==> src/include/mcas_cfg.svh <==
`ifndef MCAS_CFG_SVH
`define MCAS_CFG_SVH

// Register indices as printed; byte address is four times the index.
`define MCAS_IDX_QA_ALIGN 18'h30805
`define MCAS_IDX_QA_SYNC 18'h30814
`define MCAS_IDX_QB_ALIGN 18'h30905
`define MCAS_IDX_QB_SYNC 18'h30914
`define MCAS_IDX_CLK_SEL 18'h30A00
`define MCAS_IDX_THR_LO 18'h30A01
`define MCAS_IDX_THR_HI 18'h30A02
`define MCAS_IDX_OCT_STAT 18'h30A03
`define MCAS_IDX_IRQ_STAT 18'h30A04
`define MCAS_IDX_IRQ_MASK 18'h30A05

// Field positions.
`define MCAS_QA_TX_LSB 0
`define MCAS_QA_RX_LSB 2
`define MCAS_QB_TX_LSB 4
`define MCAS_QB_RX_LSB 6
`define MCAS_THR_LO_LSB 5
`define MCAS_RESYNC_BIT 2
`define MCAS_OCT_OVFL_BIT 0
`define MCAS_OCT_OOS_BIT 1

// Interrupt status bits.
`define MCAS_IRQ_QA 0
`define MCAS_IRQ_QB 1
`define MCAS_IRQ_OCT_OVFL 2
`define MCAS_IRQ_OCT_OOS 3

// Reset values.
`define MCAS_RST_BYTE 8'h00
`define MCAS_RST_IRQ 4'h0
`define MCAS_RST_WORD 32'h0000_0000

// Highest useful receive FIFO low-address threshold.
`define MCAS_THR_USEFUL_MAX 5'h11

`endif

==> src/include/mcas_pkg.sv <==
package mcas_pkg;

    typedef struct packed {
        logic [7:0] word_align_done;
        logic [7:0] lane_group_aligned;
        logic [3:0] pair_fifo_overflow;
        logic [1:0] quad_fifo_overflow;
        logic [3:0] pair_out_of_sync;
        logic [1:0] quad_out_of_sync;
        logic octal_fifo_overflow;
        logic octal_out_of_sync;
    } sync_events_s;

    typedef struct packed {
        logic [1:0] quad_a_tx_clk_src;
        logic [1:0] quad_a_rx_clk_src;
        logic [1:0] quad_b_tx_clk_src;
        logic [1:0] quad_b_rx_clk_src;
    } clk_src_s;

    typedef enum logic [3:0] {
        SEL_NONE = 4'h0,
        SEL_QA_ALIGN = 4'h1,
        SEL_QA_SYNC = 4'h2,
        SEL_QB_ALIGN = 4'h3,
        SEL_QB_SYNC = 4'h4,
        SEL_CLK = 4'h5,
        SEL_THR_LO = 4'h6,
        SEL_THR_HI = 4'h7,
        SEL_OCT = 4'h8,
        SEL_IRQ_STAT = 4'h9,
        SEL_IRQ_MASK = 4'hA
    } reg_sel_e;

endpackage

==> src/verilog/multichannel_align_status_ctrl.sv <==
// Register access over APB is this design's own decision.
`timescale 1ns/10ps
`include "mcas_cfg.svh"
// Summary of operation
// - Low nibble shows per-lane word alignment.
// - High nibble shows per-lane group alignment.
// - Pair FIFO overflow sets bits 0 and 1.
// - Quad FIFO overflow sets bit 2.
// - Pair out-of-sync sets bits 3 and 4.
// - Quad out-of-sync sets bit 5; 6-7 reserved.
// - Bits 0-1 pick quad A transmit clock.
// - Bits 2-3 pick quad A receive clock.
// - Bits 4-7 pick quad B clocks.
// - Threshold low bits at bits 5-7.
// - Threshold high bits at bits 0-1.
// - Rising resync bit resynchronizes all lanes.
// - Octal FIFO overflow sets status bit 0.
// - Octal out-of-sync sets status bit 1.
// - Each lane keeps its own alignment status; lanes share pclk, ce and the per-quad sync flags.
// - Each lane follows its own data stream.
// - Resync resets the lanes' FIFO pointers.
module multichannel_align_status_ctrl #(
    parameter int ADDR_W = 20,
    parameter int LANES = 8
) (
    // Clock, reset and enable.
    input wire logic pclk,
    input wire logic presetn,
    input wire logic ce,
    // APB slave.
    input wire logic psel,
    input wire logic penable,
    input wire logic pwrite,
    input wire logic [ADDR_W-1:0] paddr,
    input wire logic [31:0] pwdata,
    input wire logic [3:0] pstrb,
    output logic [31:0] prdata,
    output logic pready,
    output logic pslverr,
    // Events from the lanes and alignment FIFOs.
    input mcas_pkg::sync_events_s events,
    // Controls toward the transceiver core.
    output mcas_pkg::clk_src_s clk_src,
    output logic [4:0] rx_fifo_low_thr,
    output logic octal_resync_trigger,
    output logic [LANES-1:0] fifo_ptr_reset,
    // Interrupt.
    output logic irq
);
    import mcas_pkg::*;

    if (ADDR_W < 20) begin : g_chk_addr
        $error("ADDR_W must reach the highest register address.");
    end
    if (LANES != 8) begin : g_chk_lanes
        $error("The register layout serves exactly eight lanes.");
    end

    logic [7:0] clk_sel_ff;
    logic [2:0] thr_lo_ff;
    logic [1:0] thr_hi_ff;
    logic resync_bit_ff;
    logic [7:0] word_align_ff;
    logic [7:0] group_align_ff;
    logic [5:0] quad_sync_ff [2];
    logic [5:0] nxt_quad_sync [2];
    logic [1:0] octal_ff;
    logic [1:0] nxt_octal;
    logic [3:0] irq_stat_ff;
    logic [3:0] irq_mask_ff;
    logic [3:0] irq_event;
    logic [31:0] prdata_ff;
    logic pready_ff;
    logic pslverr_ff;
    logic irq_ff;
    logic resync_pulse_ff;
    logic [LANES-1:0] fifo_ptr_rst_ff;
    reg_sel_e sel;
    reg_sel_e sel_ff;
    logic [31:0] nxt_prdata;
    logic setup;
    logic wr_en;
    logic resync_fire;

    // Setup phase decode; the answer is registered so every bus output is a flop.
    assign setup = psel & ~penable;

    always_comb begin
        case (paddr[19:2])
            `MCAS_IDX_QA_ALIGN: sel = SEL_QA_ALIGN;
            `MCAS_IDX_QA_SYNC: sel = SEL_QA_SYNC;
            `MCAS_IDX_QB_ALIGN: sel = SEL_QB_ALIGN;
            `MCAS_IDX_QB_SYNC: sel = SEL_QB_SYNC;
            `MCAS_IDX_CLK_SEL: sel = SEL_CLK;
            `MCAS_IDX_THR_LO: sel = SEL_THR_LO;
            `MCAS_IDX_THR_HI: sel = SEL_THR_HI;
            `MCAS_IDX_OCT_STAT: sel = SEL_OCT;
            `MCAS_IDX_IRQ_STAT: sel = SEL_IRQ_STAT;
            `MCAS_IDX_IRQ_MASK: sel = SEL_IRQ_MASK;
            default: sel = SEL_NONE;
        endcase
    end

    // Reserved bits and upper bytes are forced to zero here.
    always_comb begin
        nxt_prdata = `MCAS_RST_WORD;
        case (sel)
            SEL_QA_ALIGN: nxt_prdata[7:0] = {group_align_ff[3:0], word_align_ff[3:0]};
            SEL_QA_SYNC: nxt_prdata[7:0] = {2'h0, quad_sync_ff[0]};
            SEL_QB_ALIGN: nxt_prdata[7:0] = {group_align_ff[7:4], word_align_ff[7:4]};
            SEL_QB_SYNC: nxt_prdata[7:0] = {2'h0, quad_sync_ff[1]};
            SEL_CLK: nxt_prdata[7:0] = clk_sel_ff;
            SEL_THR_LO: nxt_prdata[7:0] = {thr_lo_ff, 5'h00};
            SEL_THR_HI: nxt_prdata[7:0] = {5'h00, resync_bit_ff, thr_hi_ff};
            SEL_OCT: nxt_prdata[7:0] = {6'h00, octal_ff};
            SEL_IRQ_STAT: nxt_prdata[3:0] = irq_stat_ff;
            SEL_IRQ_MASK: nxt_prdata[3:0] = irq_mask_ff;
            default: nxt_prdata = `MCAS_RST_WORD;
        endcase
    end

    always_ff @(posedge pclk or negedge presetn) begin
        if (!presetn) begin
            prdata_ff <= `MCAS_RST_WORD;
            pready_ff <= 1'b0;
            pslverr_ff <= 1'b0;
            sel_ff <= SEL_NONE;
        end else if (ce) begin
            pready_ff <= setup;
            if (setup) begin
                prdata_ff <= pwrite ? `MCAS_RST_WORD : nxt_prdata;
                pslverr_ff <= (sel == SEL_NONE);
                sel_ff <= sel;
            end
        end
    end

    // A write lands at the access edge; a write without lane 0 enabled is dropped.
    assign wr_en = psel & penable & pready_ff & pwrite & ~pslverr_ff & pstrb[0] & ce;
    assign resync_fire = wr_en & (sel_ff == SEL_THR_HI) &
        pwdata[`MCAS_RESYNC_BIT] & ~resync_bit_ff;

    // Writable control bytes; of the status bytes only the interrupt status takes writes, as write one to clear.
    always_ff @(posedge pclk or negedge presetn) begin
        if (!presetn) begin
            clk_sel_ff <= `MCAS_RST_BYTE;
            thr_lo_ff <= 3'h0;
            thr_hi_ff <= 2'h0;
            resync_bit_ff <= 1'b0;
            irq_mask_ff <= `MCAS_RST_IRQ;
        end else if (wr_en) begin
            case (sel_ff)
                SEL_CLK: clk_sel_ff <= pwdata[7:0];
                SEL_THR_LO: thr_lo_ff <= pwdata[7:5];
                SEL_THR_HI: begin
                    thr_hi_ff <= pwdata[1:0];
                    resync_bit_ff <= pwdata[`MCAS_RESYNC_BIT];
                end
                SEL_IRQ_MASK: irq_mask_ff <= pwdata[3:0];
                default: clk_sel_ff <= clk_sel_ff;
            endcase
        end
    end

    // Field value equals channel index because bit 0 carries the first printed digit.
    assign clk_src.quad_a_tx_clk_src = clk_sel_ff[`MCAS_QA_TX_LSB +: 2];
    assign clk_src.quad_a_rx_clk_src = clk_sel_ff[`MCAS_QA_RX_LSB +: 2];
    assign clk_src.quad_b_tx_clk_src = clk_sel_ff[`MCAS_QB_TX_LSB +: 2];
    assign clk_src.quad_b_rx_clk_src = clk_sel_ff[`MCAS_QB_RX_LSB +: 2];
    // Values above 17 are stored as written; the core decides what they mean.
    assign rx_fifo_low_thr = {thr_hi_ff, thr_lo_ff};

    always_ff @(posedge pclk or negedge presetn) begin
        if (!presetn) begin
            resync_pulse_ff <= 1'b0;
        end else if (ce) begin
            resync_pulse_ff <= resync_fire;
        end
    end

    // Each lane gets its own align status flops and pointer reset; the sync flags are shared per quad.
    for (genvar l = 0; l < LANES; l++) begin : g_lane
        always_ff @(posedge pclk or negedge presetn) begin
            if (!presetn) begin
                word_align_ff[l] <= 1'b0;
                group_align_ff[l] <= 1'b0;
                fifo_ptr_rst_ff[l] <= 1'b0;
            end else if (ce) begin
                word_align_ff[l] <= events.word_align_done[l];
                group_align_ff[l] <= events.lane_group_aligned[l];
                fifo_ptr_rst_ff[l] <= resync_fire;
            end
        end
    end

    // Sync flags are sticky until a resync; an event in the clear cycle survives.
    for (genvar q = 0; q < 2; q++) begin : g_quad
        logic [5:0] set;
        assign set = {events.quad_out_of_sync[q], events.pair_out_of_sync[2*q +: 2],
            events.quad_fifo_overflow[q], events.pair_fifo_overflow[2*q +: 2]};
        assign nxt_quad_sync[q] = resync_fire ? set : (quad_sync_ff[q] | set);
        assign irq_event[q] = |(set & ~quad_sync_ff[q]);
        always_ff @(posedge pclk or negedge presetn) begin
            if (!presetn) begin
                quad_sync_ff[q] <= 6'h00;
            end else if (ce) begin
                quad_sync_ff[q] <= nxt_quad_sync[q];
            end
        end
    end

    assign nxt_octal = (resync_fire ? 2'h0 : octal_ff) |
        {events.octal_out_of_sync, events.octal_fifo_overflow};
    assign irq_event[`MCAS_IRQ_OCT_OVFL] = events.octal_fifo_overflow &
        ~octal_ff[`MCAS_OCT_OVFL_BIT];
    assign irq_event[`MCAS_IRQ_OCT_OOS] = events.octal_out_of_sync &
        ~octal_ff[`MCAS_OCT_OOS_BIT];

    always_ff @(posedge pclk or negedge presetn) begin
        if (!presetn) begin
            octal_ff <= 2'h0;
        end else if (ce) begin
            octal_ff <= nxt_octal;
        end
    end

    // Interrupt status: write one to clear, a new event wins over the clear.
    always_ff @(posedge pclk or negedge presetn) begin
        if (!presetn) begin
            irq_stat_ff <= `MCAS_RST_IRQ;
        end else if (ce) begin
            if (wr_en && sel_ff == SEL_IRQ_STAT) begin
                irq_stat_ff <= (irq_stat_ff & ~pwdata[3:0]) | irq_event;
            end else begin
                irq_stat_ff <= irq_stat_ff | irq_event;
            end
        end
    end

    always_ff @(posedge pclk or negedge presetn) begin
        if (!presetn) begin
            irq_ff <= 1'b0;
        end else if (ce) begin
            irq_ff <= |(irq_stat_ff & irq_mask_ff);
        end
    end

    assign prdata = prdata_ff;
    assign pready = pready_ff;
    assign pslverr = pslverr_ff;
    assign octal_resync_trigger = resync_pulse_ff;
    assign fifo_ptr_reset = fifo_ptr_rst_ff;
    assign irq = irq_ff;
endmodule // multichannel_align_status_ctrl
==> config.mk <==
export PLATFORM = sky130hd
export DESIGN_NAME = multichannel_align_status_ctrl
export DESIGN_NICKNAME = d
export VERILOG_FILES = /design/src/include/mcas_pkg.sv /design/src/verilog/multichannel_align_status_ctrl.sv
export VERILOG_INCLUDE_DIRS = /design/src /design/src/include
export SDC_FILE = /design/constraint.sdc
export NUM_CORES = 1
export LEC_CHECK = 0
export BUFFER_PORTS_ARGS = -buffer_cell sky130_fd_sc_hd__buf_2
export CORE_MARGIN = 1.5
export CORE_UTILIZATION = 32
export CTS_BUF_LIST = sky130_fd_sc_hd__clkbuf_8
export CTS_CLUSTER_SIZE = 30
export DETAILED_ROUTE_END_ITERATION = 10
export PLACE_DENSITY = 0.66
export SKIP_LAST_GASP = 1
export SLEW_MARGIN = 20
export SYNTH_ARGS = -nofsm -noshare
export SYNTH_HDL_FRONTEND = slang
export SYNTH_SLANG_ARGS = --single-unit
==> constraint.sdc <==
create_clock -name pclk -period 1.64 [get_ports pclk]
set_input_delay 0.164 -clock pclk [delete_from_list [all_inputs] [get_ports pclk]]
set_output_delay 0.164 -clock pclk [all_outputs]
set_load 0.01 [all_outputs]
### After elaboration in Yosys (flattened, before gate mapping)

Cells that the tools add are included.

* input bits: 92
* register bits: 92
* word-level logic and storage cells: 103
* output and inout bits: 57

* reductions and logical operators: 10
* mux-type cells: 8
* bitwise gates (word level): 29
* equal/unequal tests: 25

Operator list (number)
* $eq A18 B18 Y1 const B: 10
* $pmux W4 S10: 1
* $pmux W4 S9: 1
* $eq A4 B3 Y1 const B: 7
* $pmux W4 S6: 1
* $eq A4 B4 Y1 const B: 5
* $and A1 B1 Y1: 12
* $and A6 B6 Y6: 2
* $mux W6: 2
* $not A6 Y6: 2
* $or A6 B6 Y6: 2
* $reduce_or A6 Y1: 2
* $reduce_and A2 Y1: 5
* $and A4 B4 Y4: 2
* $eq A4 B2 Y1 const B: 2
* $mux W8: 1
* $or A4 B4 Y4: 2
* $not A1 Y1: 5
* $eq A4 B1 Y1 const B: 1
* $logic_not A4 Y1: 1
* $mux W4: 1
* $not A4 Y4: 1
* $reduce_or A4 Y1: 1
* $mux W2: 1
* other kinds (2): 2

### Logic depth before layout (Yosys ltp)

Gate-level depths: netlist (run 1).

* depth after elaboration: 11
* mapped depth: 8

### Worst setup path after synthesis (run 1)

OpenSTA, ideal clock, no wires.

* path kind: register to register
* start point: register pslverr_ff, in the netlist pslverr
* end point: register octal_ff[0]
* buffers on the path: 1
* clock period less this slack: 1.820 ns
* setup slack: -0.180 ns
* stages on the path, launching flop included: 7
* library setup time: 0.121 ns
* arrival: 1.699 ns
* path through: dfrtp_1 nor4_1 nand3b_1 nor2_2 nand4b_1 buf_2 a22o_1

* longest elaborated chain between the ends: 9

Ends and longest elaborated chain
* start, declared: RTL line multichannel_align_status_ctrl.sv:74 `logic pslverr_ff;`
* start signal, assigned: RTL line multichannel_align_status_ctrl.sv:132 `pslverr_ff <= (sel == SEL_NONE);`
* $not A1 Y1: RTL line multichannel_align_status_ctrl.sv:139 `assign wr_en = psel & penable & pready_ff & pwrite & ~pslverr_ff & pstrb[0] & ce;`
* $and A1 B1 Y1 (3 in series): RTL line multichannel_align_status_ctrl.sv:139
* $and A1 B1 Y1 (3 in series): RTL line multichannel_align_status_ctrl.sv:140 `assign resync_fire = wr_en & (sel_ff == SEL_THR_HI) &`
* $mux W2: RTL line multichannel_align_status_ctrl.sv:212 `assign nxt_octal = (resync_fire ? 2'h0 : octal_ff) |`
* $or A2 B2 Y2: RTL line multichannel_align_status_ctrl.sv:212
* end signal, assigned: RTL line multichannel_align_status_ctrl.sv:223 `octal_ff <= nxt_octal;`
* end, declared: RTL line multichannel_align_status_ctrl.sv:67 `logic [1:0] octal_ff;`

Every way passes these cells.
A chain may end at the register's enable or synchronous reset.

### Worst setup path in the final report (run 1)

* start point: register pslverr_ff, in the netlist pslverr
* end point: register clk_sel_ff[4]

* longest elaborated chain between the ends: 5

Ends and longest elaborated chain
* $not A1 Y1: RTL line multichannel_align_status_ctrl.sv:139
* $and A1 B1 Y1 (3 in series): RTL line multichannel_align_status_ctrl.sv:139
* $reduce_and A2 Y1 (no source line)
* end signal, assigned: RTL line multichannel_align_status_ctrl.sv:146 `` clk_sel_ff <= `MCAS_RST_BYTE; ``
* end signal, assigned: RTL line multichannel_align_status_ctrl.sv:153 `SEL_CLK: clk_sel_ff <= pwdata[7:0];`
* end signal, assigned: RTL line multichannel_align_status_ctrl.sv:160 `default: clk_sel_ff <= clk_sel_ff;`
* end, declared: RTL line multichannel_align_status_ctrl.sv:59 `logic [7:0] clk_sel_ff;`

Every way passes these cells.

==> results of run 1 <==
-- Yosys cell counts (2+ instances only) --
| cell type | count | share of area |
|---|---|---|
| clkbuf_1 | 5 | 0.0049 |
| o22ai_1 | 2 | 0.0032 |
| buf_4 | 35 | 0.068 |
| nor4_2 | 2 | 0.0065 |
| o21ai_1 | 2 | 0.0026 |
| dfrtp_1 | 68 | 0.44 |
| and2_1 | 2 | 0.0032 |
| nor3_1 | 5 | 0.0065 |
| a221oi_1 | 2 | 0.0045 |
| nand2_1 | 33 | 0.032 |
| nand2b_1 | 2 | 0.0032 |
| buf_2 | 5 | 0.0065 |
| nor3b_1 | 2 | 0.0039 |
| nor2_2 | 3 | 0.0049 |
| a31oi_1 | 4 | 0.0065 |
| o2bb2ai_1 | 3 | 0.0068 |
| nor4_1 | 3 | 0.0049 |
| o41ai_1 | 4 | 0.0091 |
| a211oi_1 | 7 | 0.014 |
| nor4b_4 | 2 | 0.012 |
| and4_1 | 3 | 0.0068 |
| nor2_1 | 11 | 0.011 |
| a22oi_1 | 8 | 0.016 |
| nor4b_2 | 2 | 0.0078 |
| a21oi_1 | 6 | 0.0078 |
| and3_1 | 2 | 0.0032 |
| a22o_1 | 18 | 0.041 |
| o21ai_0 | 11 | 0.014 |
| nand3_1 | 22 | 0.029 |
| mux2_2 | 34 | 0.099 |
| nand4b_1 | 2 | 0.0045 |
| nand3b_1 | 3 | 0.0058 |
| mux2i_1 | 6 | 0.016 |
| inv_1 | 16 | 0.016 |
| a32oi_1 | 3 | 0.0068 |
| nand4_1 | 6 | 0.0097 |
| a2bb2oi_1 | 2 | 0.0045 |
-- power by group through the flow --
stage	clock network, mW	logic (mW)	registers (mW)
after floorplan	0	0.212	1.81
after global placement	0	0.398	1.83
after detailed placement	0	0.407	1.83
after CTS	1.42	0.416	1.80
after global routing	1.50	0.474	1.81
final	1.40	0.433	1.80
-- state kept, by name, indices dropped and copies added (netlist names) --
signal          cells
irq                 1
pslverr             1
clk_sel_ff          8
prdata              8
quad_sync_ff       12
sel_ff              4
group_align_ff      8
irq_stat_ff         4
word_align_ff       8
fifo_ptr_reset      1
octal_ff            2
thr_hi_ff           2
thr_lo_ff           3
resync_bit_ff       1
pready              1
irq_mask_ff         4
-- final timing paths --
path / from / end / slack (ns)
setup reg to reg: pslverr / clk_sel_ff[4] / -0.16
hold reg to reg: octal_ff[0] / irq_stat_ff[2] / 0.50
hold / removal: events[21] / group_align_ff[7] / 0.05
min in group asynchronous: presetn / quad_sync_ff[1] / 0.33
setup / recovery: pslverr / clk_sel_ff[4] / -0.16
max in group asynchronous: presetn / word_align_ff[4] / 0.98
-- critical path: cells and delay by family (launching register included) --
family                 cells  cell delay, ns
buffers and inverters      2            0.32
muxes                      1            0.32
DFF                        1            0.41
and+or+nand+nor            3            0.63
-- area by class of cell --
cell class / count / area [sq um]
timing repair buffer: 161 / 1055
inverter: 16 / 60.06
clock inverter: 7 / 75.07
fill: 1089 / 6279
clock buffer: 9 / 123.9
multi-input combinational: 259 / 2092
sequential: 68 / 1702
tap: 143 / 178.9
-- timing repair --
item | 4_1_cts | 5_1_grt
resized for setup | 11 | 34
cloned | 0 | 0
buffers inserted | 1 | 6
hold buffers | 1 | 0
setup endpoints to repair | 34 | 45
endpoints found under the hold margin | 68 | 0
pin swaps | 1 | 23
-- kinds of logic (layout without fill, tap and decap cells) --
| family | after synthesis | count (layout) | synth area share |
|---|---|---|---|
| AOI/OAI and AO/OA | 83 | 83 | 0.1713 |
| other | 1 | 24 | 0.0009721 |
| muxes | 40 | 40 | 0.1148 |
| buffers and inverters | 62 | 193 | 0.09601 |
| and+or+nand+nor | 112 | 112 | 0.1758 |
| DFF | 68 | 68 | 0.4411 |
-- cells in the final DEF (no fill, tap or decap), types with 7 or more instances in the layout --
master / instances
o21ai_0: 11
nand3_1: 21
nor2_1: 11
buf_6: 7
nand2_1: 31
mux2_4: 15
conb_1: 24
inv_1: 16
buf_4: 56
clkbuf_8: 9
mux2_2: 19
a22o_1: 18
buf_2: 93
dfrtp_1: 68
-- routing by layer --
metal / track usage / vias up / share of wire
li1: - / 1616 / -
met1: 0.2493 / 1702 / 0.45
met2: 0.3045 / 142 / 0.47
met3: 0.04392 / 23 / 0.064
met4: 0.06835 / 0 / 0.022
met5: 0 / - / 0
-- stage by stage --
step | TNS [ns] | instance area, sq um
after detailed placement | -8.111 | 4833
after global placement | -5.762 | 4833
final | -3.337 | 5286
after CTS | -4.150 | 5101
after floorplan | -1.077 | 4011
after global routing | -6.715 | 5286
==> run summary, run 1 <==
Seq/Total Area, Yosys - 0.4411
Finished Core Util - 0.4571
Die Area - 12720 sq um
Final Max Tran Viols - 0
Slowest cell on crit path - dfrtp_1
Critical path class - reg2reg
Diode count - 0
Sw power - 980.9 uW
Setup-failing EPs final - 32
Row cnt - 39
Die width - 112.8 microns
Clk root buf - clkbuf_8
Reg power frac - 0.496
Clk pwr share - 0.385
Combinational share of power - 0.119
MaxCap Viol Count - 0
Worst EP required - 1.88 ns
IO buf count - 95
Drt wl/cell - 17.98 microns
Worst EP arrival - 2.04 ns
Largest net degree at the start of global routing - 69
H-tree level count - 3
Detailed router's first-iteration violation count - 324
Pwr dens - 686.8 nW/um^2
Drt pass-1 iters - 4
Async set-reset flop share out of synthesis - 1.000
Violated checks - negative setup slack
Starting Density - 0.3335
Placed cell count - 640
Layout cells sized above 1 - 0.4808
Routed Antenna Nets - 0
Total track usage - 0.1889
Max VDD drop - 318.9 uV
Status - complete, but fails checks
Crit path capture type - flip-flop
Worst path cell trace - nor4_4 > nand3b_1 > buf_6 > nor2_4 > buf_4 > mux2_2
Maximum fanout along the worst path - 2
Non-Filler Instances - 663
Shortest period the worst path allows - 1.803 ns
Syn Area/Cell - 10.54 sq um
Detailed-placement wirelength estimate - 9048 microns
Hold Crit Depth - 2
Number of flops mapped to enable cells by yosys - 0
Initial antenna violation count - 0
Switching Fraction - 0.2702
First-pass GRT wire length - 18460 microns
Setup WS post-layout - -0.1630 ns
Syn Inst Count - 366
NumNets Final - 607
Placeable core region - 11560 sq um
DIE HEIGHT - 112.8 microns
Tot Pwr - 3.631 mW
Clock transition at the registers of the reported paths - 0.08 ns
Post-synthesis cell type count - 57
Period Utilization, post-route - 1.099
Crit path largest cell delay - 0.41 ns
Hold Slack - 0.04678 ns
Clk buf depth - 2
Pleak - 2.511 nW
Remaining DRCs - 0
Final wirelength - 11920 microns
Clock skew - 0.008413 ns
Area Growth Syn to Fin - 37.04%
Total CTS buffers - 9
Top Ports - 149
Internal Power - 2.650 mW
Mapped cell area - 3857 sq um
Total congestion overflow - 0
Startpoint Class - flip-flop
Via count - 3483
Vias per inst - 5.253
Place WS - -0.3691 ns
Top_reg_cell synth - dfrtp_1
TritonCTS clock tree - yes
HP Class - in2reg
Placer Congestion - 0.8698
Final Hold Fails - 0
Vias in the first global route - 3574
Clock sink count - 68
Synth Register Bits - 68
RSZ-0062 raised after global routing - yes
F_max - 554.6 MHz
Worst Reg2Reg Path Length in Cells - 6
Syn. warnings - 0
Worst skew pair latency - 0.35 ns
No activity file was read; power rests on OpenSTA's default activity.
==> run 2, diff against run 1 <==
--- a/config.mk
+++ b/config.mk
@@ -7,7 +7,7 @@
 export NUM_CORES = 1
 export LEC_CHECK = 0
 export BUFFER_PORTS_ARGS = -buffer_cell sky130_fd_sc_hd__buf_2
-export CORE_MARGIN = 1.5
+export CORE_MARGIN = 2
 export CORE_UTILIZATION = 32
 export CTS_BUF_LIST = sky130_fd_sc_hd__clkbuf_8
 export CTS_CLUSTER_SIZE = 30
==> run summary, run 2 (synthesized netlist as in run 1, its figures left out) <==
Status - complete, but fails checks (unchanged)
Violated checks - negative setup slack (unchanged)
Final Max Tran Viols - 0 (unchanged)
Shortest period the worst path allows - 1.762 ns (was 1.803 ns)
HP Class - in2reg (unchanged)
Placer Congestion - 0.8894 (was 0.8698)
RR Endpoint - quad_sync_ff[5] (was clk_sel_ff[4])
Clock sink count - 68 (unchanged)
Vias in the first global route - 3374 (was 3574)
Detailed router's first-iteration violation count - 299 (was 324)
Via count - 3383 (was 3483)
Starting Density - 0.3238 (was 0.3335)
R2r setup slk - -0.12 ns (was -0.16 ns)
IO buf count - 95 (unchanged)
Setup TNS Final - -2.406 ns (was -3.337 ns)
Routed Antenna Nets - 0 (unchanged)
Design area - 5145 sq um (was 5286 sq um)
Critical register-to-register path startpoint - pslverr (unchanged)
Clock transition at the registers of the reported paths - 0.07 ns (was 0.08 ns)
Placed cell count - 640 (unchanged)
Final Hold Fails - 0 (unchanged)
CP endpoint - quad_sync_ff[5] (was clk_sel_ff[4])
Layout cells sized above 1 - 0.4599 (was 0.4808)
Largest reg by FF count - quad_sync_ff (unchanged)
Final wirelength - 11410 microns (was 11920 microns)
# fillers - 1140 (was 1089)
Row cnt - 40 (was 39)
TritonCTS clock tree - yes (unchanged)
DIE HEIGHT - 113.8 microns (was 112.8 microns)
Area post-placement - 4783 sq um (was 4833 sq um)
Worst EP arrival - 2.00 ns (was 2.04 ns)
Pwr dens - 685.0 nW/um^2 (was 686.8 nW/um^2)
Area Growth Syn to Fin - 33.38% (was 37.04%)
Worst Reg2Reg Path Length in Cells - 6 (unchanged)
Largest net degree at the start of global routing - 69 (unchanged)
Detailed-placement wirelength estimate - 8871 microns (was 9048 microns)
Total track usage - 0.1823 (was 0.1889)
Clk root buf - clkbuf_8 (unchanged)
Drt wl/cell - 17.34 microns (was 17.98 microns)
Top Ports - 149 (unchanged)
Most common cell after layout, fill and taps aside - buf_2 (unchanged)
RSZ-0062 raised after global routing - yes (unchanged)
Critical path class - reg2reg (unchanged)
Die Area - 12950 sq um (was 12720 sq um)
Diode count - 0 (unchanged)
Crit path capture type - flip-flop (unchanged)
First-pass GRT wire length - 17970 microns (was 18460 microns)
Worst EP required - 1.88 ns (about the same)
CP Launch Point - pslverr (unchanged)
Pleak - 2.466 nW (was 2.511 nW)
Setup WS post-layout - -0.1220 ns (was -0.1630 ns)
Total congestion overflow - 0 (unchanged)
Maximum fanout along the worst path - 15 (was 2)
Number of flip-flops in the largest register - 12 (unchanged)
Period Utilization, post-route - 1.074 (was 1.099)
Multi-input gate area - 2046 sq um (was 2092 sq um)
Die width - 113.8 microns (was 112.8 microns)
Worst skew pair latency - 0.35 ns (about the same)
NumNets Final - 599 (was 607)
Startpoint Class - flip-flop (unchanged)
Vias per inst - 5.141 (was 5.253)
Remaining DRCs - 0 (unchanged)
Register Area - 1702 sq um (unchanged)
Drt pass-1 iters - 5 (was 4)
Clk buf depth - 2 (unchanged)
H-tree level count - 3 (unchanged)
Clock skew - 0.008606 ns (was 0.008413 ns)
Max VDD drop - 441.0 uV (was 318.9 uV)
Total CTS buffers - 9 (unchanged)
Most frequent cells in the layout - buf_2 (93), dfrtp_1 (68), buf_4 (51) (was buf_2 (93), dfrtp_1 (68), buf_4 (56))
Non-Filler Instances - 658 (was 663)
F_max - 567.5 MHz (was 554.6 MHz)
Setup-failing EPs final - 28 (was 32)
MaxCap Viol Count - 0 (unchanged)
Initial antenna violation count - 0 (unchanged)
Placeable core region - 11910 sq um (was 11560 sq um)
run 2: changes by cell type in the layout (fill, tap and decap cells not counted), sizes merged:
cell / delta
buf: -8
clkbuf: +4
clkinvlp: -3
bufinv: -1
clkinv: -1
run 2: power by group:
part	total, mW	internal [mW]	switching [mW]	leakage [nW]
Clock	1.31	0.699	0.614	0.103
Sequential	1.80	1.74	0.0544	0.815
Combinational	0.414	0.188	0.226	1.55
run 2: how the worst min path moves through the flow:
stage	start	cells past startpoint	endpoint
global route	pwdata[4]	2	clk_sel_ff[4]
global placement	presetn	2	group_align_ff[5]
CTS	events[22]	2	word_align_ff[0]
detailed placement	presetn	2	clk_sel_ff[7]
floorplan	presetn	0	clk_sel_ff[0]
finish	pwdata[4]	2	clk_sel_ff[4]
run 2: what timing repair did:
item / in CTS / in global routing
hold buffers: 1 / 0
setup buffers: 1 / 1
hold endpoints to repair: 68 / 0
setup endpoints to repair: 31 / 44
gates resized for setup: 2 / 31
pin swaps: 3 / 20
run 2: area by class of cell:
class	count	share of cell area
sequential	68	0.3307
timing repair buffer	153	0.1877
tap	147	0.03575
clock inverter	2	0.001702
inverter	16	0.01167
clock buffer	13	0.03478
multi-input combinational	259	0.3976
run 2: critical path: stages (launching register included):
cell	delay (ns)
dfrtp_1	0.39
nor4_2	0.30
nand3b_1	0.25
nor2_2	0.16
nand4b_1	0.15
buf_6	0.20
a22o_1	0.20
run 2: stage by stage:
step	util	hold slack (ns)	total power [mW]	setup slack (ns)
global route	0.4319	0.02214	3.689	-0.1975
global placement	0.4016	0.2076	2.220	-0.2905
CTS	0.4199	0.02697	3.546	-0.1573
finish	0.4319	0.04224	3.524	-0.1220
floorplan	-	-0.1316	2.022	-0.1062
detailed placement	0.4016	0.2144	2.230	-0.4337
run 2: per-layer routing:
| metal | global-route usage | routed length, microns | vias up |
|---|---|---|---|
| met5 | 0 | 0 | - |
| met4 | 0.05935 | 167 | 0 |
| met3 | 0.03985 | 651 | 16 |
| met2 | 0.2810 | 5463 | 114 |
| met1 | 0.2560 | 5125 | 1658 |
| li1 | - | - | 1595 |
